File: config.mk
export PLATFORM = sky130hd
export DESIGN_NAME = dbt_ctrl
export DESIGN_NICKNAME = d
export VERILOG_FILES = /design/src/hw/dbt_buf2.v /design/src/hw/dbt_req_gate.v /design/src/hw/dbt_ctrl.v
export VERILOG_INCLUDE_DIRS = /design/src /design/src/hw
export SDC_FILE = /design/constraint.sdc
export NUM_CORES = 1
export LEC_CHECK = 0
export ABC_AREA = 1
export BUFFER_PORTS_ARGS = -buffer_cell sky130_fd_sc_hd__buf_2
export CORE_MARGIN = 2
export CORE_UTILIZATION = 60
export CTS_CLUSTER_DIAMETER = 150
export DETAILED_ROUTE_END_ITERATION = 7
export GPL_ROUTABILITY_DRIVEN = 0
export PLACE_DENSITY = 0.81
export SLEW_MARGIN = 15
export SYNTH_ARGS = -nofsm -noshare
export SYNTH_HDL_FRONTEND = slang
export SYNTH_HIERARCHICAL = 1
export SYNTH_SLANG_ARGS = --single-unit
File: constraint.sdc
create_clock -name sys_clk -period 23.7 [get_ports sys_clk]
set_input_delay 0 -clock sys_clk [delete_from_list [all_inputs] [get_ports sys_clk]]
set_output_delay 0 -clock sys_clk [all_outputs]
set_load 0.05 [all_outputs]
File: src/hw/dbt_consts.vh
/*
  constants of the dma burst and threshold control block: register
  offsets, field positions, reset values and fixed figures.
  assumes it is included by bare name from the dbt_ctrl design file.
*/
`ifndef DBT_CONSTS_VH
`define DBT_CONSTS_VH

// ----------------------------------------------------------------
// register map
// ----------------------------------------------------------------
`define DBT_OFS_ISO 12'h800
`define DBT_OFS_ASYNC 12'h808
`define DBT_OFS_LINK 12'h840
`define DBT_VENDOR_BIT 11
`define DBT_RST_ISO 32'h00007373
`define DBT_RST_ASYNC 32'h00107373
`define DBT_RST_LINK 32'h00000020
`define DBT_MASK_ISO 32'h0000ffff
`define DBT_MASK_ASYNC 32'h01ffffff

// ----------------------------------------------------------------
// fields
// ----------------------------------------------------------------
`define DBT_TX_BURST_HI 15
`define DBT_TX_BURST_LO 12
`define DBT_TX_THR_HI 11
`define DBT_TX_THR_LO 8
`define DBT_RX_BURST_HI 7
`define DBT_RX_BURST_LO 4
`define DBT_RX_THR_HI 3
`define DBT_RX_THR_LO 0
`define DBT_AT_LINK_HI 23
`define DBT_AT_LINK_LO 16
`define DBT_RETRY_MAX_BIT 24
`define DBT_AT_LINK_MAX 8'h20

// ----------------------------------------------------------------
// eeprom load indices
// ----------------------------------------------------------------
`define DBT_EE_ISO 2'h0
`define DBT_EE_ASYNC 2'h1
`define DBT_EE_LINK 2'h2

`endif

File: src/hw/dbt_buf2.v
/*
  two-entry valid/ready buffer.
  assumes both sides on sys_clk; a stalled drain side never loses a word.
*/
`timescale 1ns/1ps
`default_nettype none
module dbt_buf2 #(
  parameter W = 34
) (
  input wire sys_clk,
  input wire sys_rst,
  input wire in_valid,
  output wire in_ready,
  input wire [W-1:0] in_data,
  output wire out_valid,
  input wire out_ready,
  output wire [W-1:0] out_data
);
  reg [W-1:0] slot0;
  reg [W-1:0] slot1;
  reg [1:0] count;
  wire push;
  wire pop;

  assign in_ready = (count != 2'h2);
  assign out_valid = (count != 2'h0);
  assign out_data = slot0;
  assign push = in_valid && in_ready;
  assign pop = out_valid && out_ready;

  always @(posedge sys_clk)
  begin
    if (sys_rst)
    begin
      count <= 2'h0;
      slot0 <= {W{1'b0}};
      slot1 <= {W{1'b0}};
    end
    else
    begin
      // slot0 is always the head; slot1 moves up on a pop
      if (pop)
        slot0 <= (count == 2'h2) ? slot1 : in_data;
      else if (push && count == 2'h0)
        slot0 <= in_data;
      if (push && ((count == 2'h1 && !pop) || (count == 2'h2 && pop)))
        slot1 <= in_data;
      count <= count + {1'b0, push} - {1'b0, pop};
    end
  end
endmodule
`default_nettype wire

File: src/hw/dbt_req_gate.v
/*
  bus request and burst length decision for one dma engine.
  assumes level and limit come from same-clock fifo and descriptor logic.
  transmit: level is free fifo space, limit is data still to fetch.
  receive: level is data held, limit is room left in the host buffer.
*/
`timescale 1ns/1ps
`default_nettype none
module dbt_req_gate #(
  parameter IS_RX = 0
) (
  input wire sys_clk,
  input wire sys_rst,
  input wire [3:0] thr_n,
  input wire [3:0] burst_n,
  input wire [11:0] level,
  input wire [11:0] limit,
  input wire pkt_whole,
  input wire [7:0] cache_line,
  output reg req,
  output reg [11:0] burst
);
  function [11:0] quads16;
    input [3:0] n;
    begin
      quads16 = {4'h0, n, 4'h0} + 12'h010;
    end
  endfunction

  function [11:0] min12;
    input [11:0] a;
    input [11:0] b;
    begin
      min12 = (a < b) ? a : b;
    end
  endfunction

  wire [11:0] thr_q;
  wire [11:0] max_q;
  wire [11:0] raw;
  wire [11:0] cl;
  wire [11:0] trimmed;
  wire want;

  assign thr_q = quads16(thr_n);
  assign max_q = quads16(burst_n);
  assign raw = min12(max_q, min12(level, limit));
  assign cl = {4'h0, cache_line};
  // whole cache lines keep memory writes and reads line aligned in size
  assign trimmed = (cl != 12'h000 && raw >= cl) ? (raw - (raw % cl)) : raw;
  generate
    if (IS_RX)
    begin : g_rx
      assign want = (level >= thr_q) || (level > limit) || pkt_whole;
    end
    else
    begin : g_tx
      assign want = (level >= thr_q) || (limit < level);
    end
  endgenerate

  always @(posedge sys_clk)
  begin
    if (sys_rst)
    begin
      req <= 1'b0;
      burst <= 12'h000;
    end
    else
    begin
      // nothing to move means no request, whatever the threshold
      req <= want && (trimmed != 12'h000);
      burst <= trimmed;
    end
  end
endmodule
`default_nettype wire

File: src/hw/dbt_ctrl.v
/*
  vendor dma control registers and the decisions they steer: pci burst
  limits and fifo thresholds for the iso and async dma engines, plus the
  async transmit packet-ready signal to the link.
  assumes a bar0 memory decode that presents 12-bit window offsets, an
  eeprom reader on sys_clk that streams index/data pairs, and fifo and
  descriptor logic on sys_clk that reports levels in quadlets.
*/
`timescale 1ns/1ps
`default_nettype none
`include "dbt_consts.vh"
module dbt_ctrl (
  input wire sys_clk,
  input wire sys_rst,
  input wire reg_sel,
  input wire [11:0] reg_addr,
  input wire [3:0] reg_be,
  input wire reg_wr,
  input wire reg_rd,
  input wire [31:0] reg_wdata,
  output wire reg_hit,
  output reg reg_ack,
  output reg [31:0] reg_rdata,
  input wire ee_valid,
  output wire ee_ready,
  input wire [1:0] ee_index,
  input wire [31:0] ee_data,
  input wire [11:0] it_space,
  input wire [11:0] it_remain,
  output wire it_req,
  output wire [11:0] it_burst,
  input wire [11:0] ir_data,
  input wire [11:0] ir_host_room,
  input wire ir_pkt_whole,
  output wire ir_req,
  output wire [11:0] ir_burst,
  input wire [11:0] at_space,
  input wire [11:0] at_remain,
  output wire at_req,
  output wire [11:0] at_burst,
  input wire [11:0] ar_data,
  input wire [11:0] ar_host_room,
  input wire ar_pkt_whole,
  output wire ar_req,
  output wire [11:0] ar_burst,
  input wire [7:0] cache_line,
  input wire [11:0] at_pkt_quads,
  input wire at_pkt_whole,
  input wire at_retry,
  output reg at_link_ready,
  output wire [31:0] low_level_link_features_out
);

  // ----------------------------------------------------------------
  // helpers
  // ----------------------------------------------------------------
  localparam [1:0] SLOT_ISO = 2'h0;
  localparam [1:0] SLOT_ASYNC = 2'h1;
  localparam [1:0] SLOT_LINK = 2'h2;
  localparam [1:0] SLOT_NONE = 2'h3;

  function [31:0] merge_be;
    input [31:0] old;
    input [31:0] wdat;
    input [3:0] be;
    integer i;
    begin
      merge_be = old;
      for (i = 0; i < 4; i = i + 1)
        if (be[i])
          merge_be[i*8 +: 8] = wdat[i*8 +: 8];
    end
  endfunction

  // exact offsets only: other upper-half addresses read zero and drop writes
  function [1:0] reg_slot;
    input [11:0] a;
    begin
      case (a)
        `DBT_OFS_ISO:
          reg_slot = SLOT_ISO;
        `DBT_OFS_ASYNC:
          reg_slot = SLOT_ASYNC;
        `DBT_OFS_LINK:
          reg_slot = SLOT_LINK;
        default:
          reg_slot = SLOT_NONE;
      endcase
    end
  endfunction

  // host writes and eeprom loads of the iso and async registers both pass here,
  // so neither path can set a bit there that has no meaning
  function [31:0] keep_bits;
    input [1:0] slot;
    input [31:0] v;
    begin
      case (slot)
        SLOT_ISO:
          keep_bits = v & `DBT_MASK_ISO;
        SLOT_ASYNC:
          keep_bits = v & `DBT_MASK_ASYNC;
        default:
          keep_bits = v;
      endcase
    end
  endfunction

  function [31:0] read_word;
    input [1:0] slot;
    input [31:0] iso_v;
    input [31:0] async_v;
    input [31:0] link_v;
    begin
      case (slot)
        SLOT_ISO:
          read_word = iso_v;
        SLOT_ASYNC:
          read_word = async_v;
        SLOT_LINK:
          read_word = link_v;
        default:
          read_word = 32'h00000000;
      endcase
    end
  endfunction

  // the link threshold counts 16*n, unlike the 16*(n+1) of the burst fields
  function [11:0] link_quads;
    input [7:0] n;
    begin
      link_quads = {n, 4'h0};
    end
  endfunction

  // ----------------------------------------------------------------
  // register storage
  // ----------------------------------------------------------------
  reg [31:0] iso_dma_pci_control;
  reg [31:0] async_dma_pci_control;
  reg [31:0] low_level_link_features;
  reg [31:0] next_iso;
  reg [31:0] next_async;
  reg [31:0] next_link;

  wire vendor_hit;
  wire host_wr;
  wire host_rd;
  wire [1:0] acc_slot;
  wire ld_valid;
  wire ld_ready;
  wire [33:0] ld_word;
  wire [1:0] ld_index;
  wire [31:0] ld_data;

  // only the upper half of the window is ours; the lower half is left
  // unclaimed so the standard register decode answers there
  assign vendor_hit = reg_sel && reg_addr[`DBT_VENDOR_BIT];
  assign reg_hit = vendor_hit;
  assign host_wr = vendor_hit && reg_wr;
  assign host_rd = vendor_hit && reg_rd;
  assign acc_slot = reg_slot(reg_addr);

  // ----------------------------------------------------------------
  // eeprom load path
  // ----------------------------------------------------------------
  // a host write in the same cycle stalls the load, so the buffer holds
  // the eeprom word rather than dropping it
  dbt_buf2 #(
    .W(34)
  ) u_load_buf (
    .sys_clk(sys_clk),
    .sys_rst(sys_rst),
    .in_valid(ee_valid),
    .in_ready(ee_ready),
    .in_data({ee_index, ee_data}),
    .out_valid(ld_valid),
    .out_ready(ld_ready),
    .out_data(ld_word)
  );

  assign ld_ready = !host_wr;
  assign ld_index = ld_word[33:32];
  assign ld_data = ld_word[31:0];

  // ----------------------------------------------------------------
  // register update
  // ----------------------------------------------------------------
  always @*
  begin
    next_iso = iso_dma_pci_control;
    next_async = async_dma_pci_control;
    next_link = low_level_link_features;
    if (host_wr)
    begin
      // no interlock against an enabled link: software keeps that order
      case (acc_slot)
        SLOT_ISO:
          next_iso = keep_bits(SLOT_ISO,
            merge_be(iso_dma_pci_control, reg_wdata, reg_be));
        SLOT_ASYNC:
          next_async = keep_bits(SLOT_ASYNC,
            merge_be(async_dma_pci_control, reg_wdata, reg_be));
        SLOT_LINK:
          next_link = merge_be(low_level_link_features, reg_wdata, reg_be);
        default:
          next_link = low_level_link_features;
      endcase
    end
    else if (ld_valid)
    begin
      case (ld_index)
        `DBT_EE_ISO:
          next_iso = keep_bits(SLOT_ISO, ld_data);
        `DBT_EE_ASYNC:
          next_async = keep_bits(SLOT_ASYNC, ld_data);
        `DBT_EE_LINK:
          next_link = ld_data;
        default:
          next_link = low_level_link_features;
      endcase
    end
  end

  always @(posedge sys_clk)
  begin
    if (sys_rst)
    begin
      iso_dma_pci_control <= `DBT_RST_ISO;
      async_dma_pci_control <= `DBT_RST_ASYNC;
      low_level_link_features <= `DBT_RST_LINK;
    end
    else
    begin
      iso_dma_pci_control <= next_iso;
      async_dma_pci_control <= next_async;
      low_level_link_features <= next_link;
    end
  end

  assign low_level_link_features_out = low_level_link_features;

  // ----------------------------------------------------------------
  // register read
  // ----------------------------------------------------------------
  always @(posedge sys_clk)
  begin
    if (sys_rst)
    begin
      reg_ack <= 1'b0;
      reg_rdata <= 32'h00000000;
    end
    else
    begin
      reg_ack <= host_rd || host_wr;
      // rdata holds between reads, so a slow master may sample it late
      if (host_rd)
        reg_rdata <= read_word(acc_slot, iso_dma_pci_control, async_dma_pci_control,
          low_level_link_features);
    end
  end

  // ----------------------------------------------------------------
  // dma engine request gates
  // ----------------------------------------------------------------
  dbt_req_gate #(
    .IS_RX(0)
  ) u_it (
    .sys_clk(sys_clk),
    .sys_rst(sys_rst),
    .thr_n(iso_dma_pci_control[`DBT_TX_THR_HI:`DBT_TX_THR_LO]),
    .burst_n(iso_dma_pci_control[`DBT_TX_BURST_HI:`DBT_TX_BURST_LO]),
    .level(it_space),
    .limit(it_remain),
    .pkt_whole(1'b0),
    .cache_line(cache_line),
    .req(it_req),
    .burst(it_burst)
  );

  dbt_req_gate #(
    .IS_RX(1)
  ) u_ir (
    .sys_clk(sys_clk),
    .sys_rst(sys_rst),
    .thr_n(iso_dma_pci_control[`DBT_RX_THR_HI:`DBT_RX_THR_LO]),
    .burst_n(iso_dma_pci_control[`DBT_RX_BURST_HI:`DBT_RX_BURST_LO]),
    .level(ir_data),
    .limit(ir_host_room),
    .pkt_whole(ir_pkt_whole),
    .cache_line(cache_line),
    .req(ir_req),
    .burst(ir_burst)
  );

  dbt_req_gate #(
    .IS_RX(0)
  ) u_at (
    .sys_clk(sys_clk),
    .sys_rst(sys_rst),
    .thr_n(async_dma_pci_control[`DBT_TX_THR_HI:`DBT_TX_THR_LO]),
    .burst_n(async_dma_pci_control[`DBT_TX_BURST_HI:`DBT_TX_BURST_LO]),
    .level(at_space),
    .limit(at_remain),
    .pkt_whole(1'b0),
    .cache_line(cache_line),
    .req(at_req),
    .burst(at_burst)
  );

  dbt_req_gate #(
    .IS_RX(1)
  ) u_ar (
    .sys_clk(sys_clk),
    .sys_rst(sys_rst),
    .thr_n(async_dma_pci_control[`DBT_RX_THR_HI:`DBT_RX_THR_LO]),
    .burst_n(async_dma_pci_control[`DBT_RX_BURST_HI:`DBT_RX_BURST_LO]),
    .level(ar_data),
    .limit(ar_host_room),
    .pkt_whole(ar_pkt_whole),
    .cache_line(cache_line),
    .req(ar_req),
    .burst(ar_burst)
  );

  // ----------------------------------------------------------------
  // async transmit packet-ready to the link
  // ----------------------------------------------------------------
  wire [7:0] link_n_field;
  wire [7:0] link_n;
  wire [11:0] link_thr_q;

  assign link_n_field = async_dma_pci_control[`DBT_AT_LINK_HI:`DBT_AT_LINK_LO];
  // a retry that underran once waits for the deepest fill when enabled
  assign link_n = (at_retry && async_dma_pci_control[`DBT_RETRY_MAX_BIT])
    ? `DBT_AT_LINK_MAX : link_n_field;
  // values above the maximum are not clipped; 16*n still fits in 12 bits
  assign link_thr_q = link_quads(link_n);

  always @(posedge sys_clk)
  begin
    if (sys_rst)
      at_link_ready <= 1'b0;
    else
      at_link_ready <= (at_pkt_quads >= link_thr_q) || at_pkt_whole;
  end

endmodule
`default_nettype wire

==> results.yml <==
timing:
  slew_headroom_pct: 35.2
  setup_tns_ns: 0
  fmax_ghz: 0.0473
  fin_worst_skew_ns: 0.0175
  rsz0062_at_grt: "false"
  setup_viol_count_final: 0
  worst_pin_slew_ns: 0.972
  slew_viol_final: 0
  min_period_ns: 21.14
  timing.final.crit_share_pct: 89.2
  hold_viol_final: 0
cells_and_area:
  final_core_util_pct: 67.2
  multi_input_area_sq_um: 25000
  seq_area_sq_um: 4580
  drive_gt1_share_pct: 14.0
  nNetsFinal: 6355
  syn2layout_area_growth_pct: 11.0
  fillCellCount: 5028
status:
  status: "completed"
floorplanning:
  die_x_microns: 240
  die_area_sq_um: 57400
  core_sq_um: 55000
  start_util_pct: 60.6
  num_io_pins: 328
  die_h_microns: 240
  num_rows: 86
clocking:
  clk_latency_ns: 0.57
  htreeDepth: 1
  cts.clk_slew.worst_paths_ns: 0.06
  cts_inserted_buffers: 26
  tritoncts: "done"
  root_buffer: "clkbuf_16"
  cts.path.max_buffers: 3
  clkSinkCount: 229
yosys:
  synth_area_sq_um: 33300
  ys_warn_count: 6
  synthCells: 5344
  synth_area_per_cell_sq_um: 6.23
drt:
  drt_iter0_drc: 2763
  via_per_inst: 5.50
  wirelength_microns: 98100
  drc: 0
  postRouteAntennaNets: 0
  num_vias: 35462
  first_pass_iters: 8
  wl_per_cell_microns: 15.2
global_route:
  globalRoute.totalOverflow: 0
  track_usage_pct: 33.4
  antenna_found_initial: 6
  grt_pass1_vias: 32420
  grt_max_degree: 78
  grt_pass1_wl_microns: 159000
critical_path:
  cp_max_fo: 23
  crit_type: "in -> reg"
  crit_path_frequent_cell: "nand2_1"
  slowest_delay_ns: 0.67
  cp.arrival_ns: 21.59
  crit_path_end_kind: "register"
  slowest_stage: "a31oi_2"
  required_ns: 24.15
  start_kind: "primary input"
placed_design:
  hpwlAfterDp_microns: 75700
  port_buffers: 327
flow_run:
  maxCapViolCount: 0
hold_path:
  hold_path.class: "in -> reg"
placed cells by master (no fill, tap or decap), types with 117 or more instances in the layout:
| master | instances |
|---|---|
| ha_1 | 461 |
| nand3_1 | 486 |
| inv_1 | 725 |
| buf_2 | 326 |
| dfxtp_1 | 229 |
| a21oi_1 | 303 |
| nand4_1 | 117 |
| nor2_1 | 404 |
| o21ai_0 | 202 |
| nand2_1 | 1376 |
what timing repair did:
action | CTS | global route
hold buffers | 87 | 0
setup endpoints to repair | 0 | 0
resized for setup | 0 | 0
hold endpoints to repair | 157 | 0
setup buffers | 0 | 0
critical path: cells and delay by family:
family                     cells  cell delay, ns
and+or+nand+nor               76            8.49
AOI/OAI and AO/OA             35            6.39
buffers and inverters         22            2.44
adders and majority gates     13            4.14
xor gates and xnor gates       1            0.13
per-layer routing:
| metal | global-route usage, % | vias to the layer above | share of wire, % |
|---|---|---|---|
| met5 | 0 | - | 0.013 |
| met4 | 10.8 | 2 | 3.2 |
| met3 | 5.52 | 186 | 8.0 |
| met2 | 56.0 | 1198 | 45 |
| met1 | 43.4 | 15997 | 44 |
| li1 | - | 18079 | - |
registers in the layout (all words and copies together), names as in the netlist, 2 cells and up:
signal	cells
iso_dma_pci_control	16
async_dma_pci_control	25
u_ir/burst	12
u_ar/burst	12
u_load_buf/out_data	34
u_at/burst	12
u_load_buf/slot1	34
u_load_buf/count	2
u_it/burst	12
low_level_link_features_out	32
reg_rdata	32
final timing paths:
check	startpoint	end	slack (ns)	cells after the start
max reg2reg	iso_dma_pci_control[12]	u_it/req	3.39	139
min reg2reg	reg_rdata[12]	reg_rdata[12]	0.46	2
min	reg_be[1]	iso_dma_pci_control[15]	0.01	5
max	it_space[11]	u_it/req	2.56	147
cell type report:
class	instances	share of cell area [%]
Timing Repair Buffer	424	6.99
Inverter	793	8.09
Clock buffer	33	1.99
Multi-Input combinational cell	4204	67.6
Antenna cell	5	0.0338
Sequential cell	229	12.4
Clock inverter	14	0.379
Tap cell	748	2.53
per-stage QoR:
| step | setup slack [ns] | hold WS, ns | area (sq um) | cells |
|---|---|---|---|---|
| final | 2.56 | 0.0135 | 37000 | 6450 |
| after global placement | 3.22 | 0.238 | 35200 | 6311 |
| after detailed placement | 2.93 | 0.246 | 35200 | 6311 |
| after floorplan | 6.00 | 0.0712 | 33400 | 5360 |
| after CTS | 2.88 | 0.00527 | 36900 | 6445 |
| after global routing | 0.194 | 0.0465 | 37000 | 6449 |
Power is left out: the tool's default activity adds up to more than one toggle a clock period on the data nets, which glitch-free logic cannot reach.
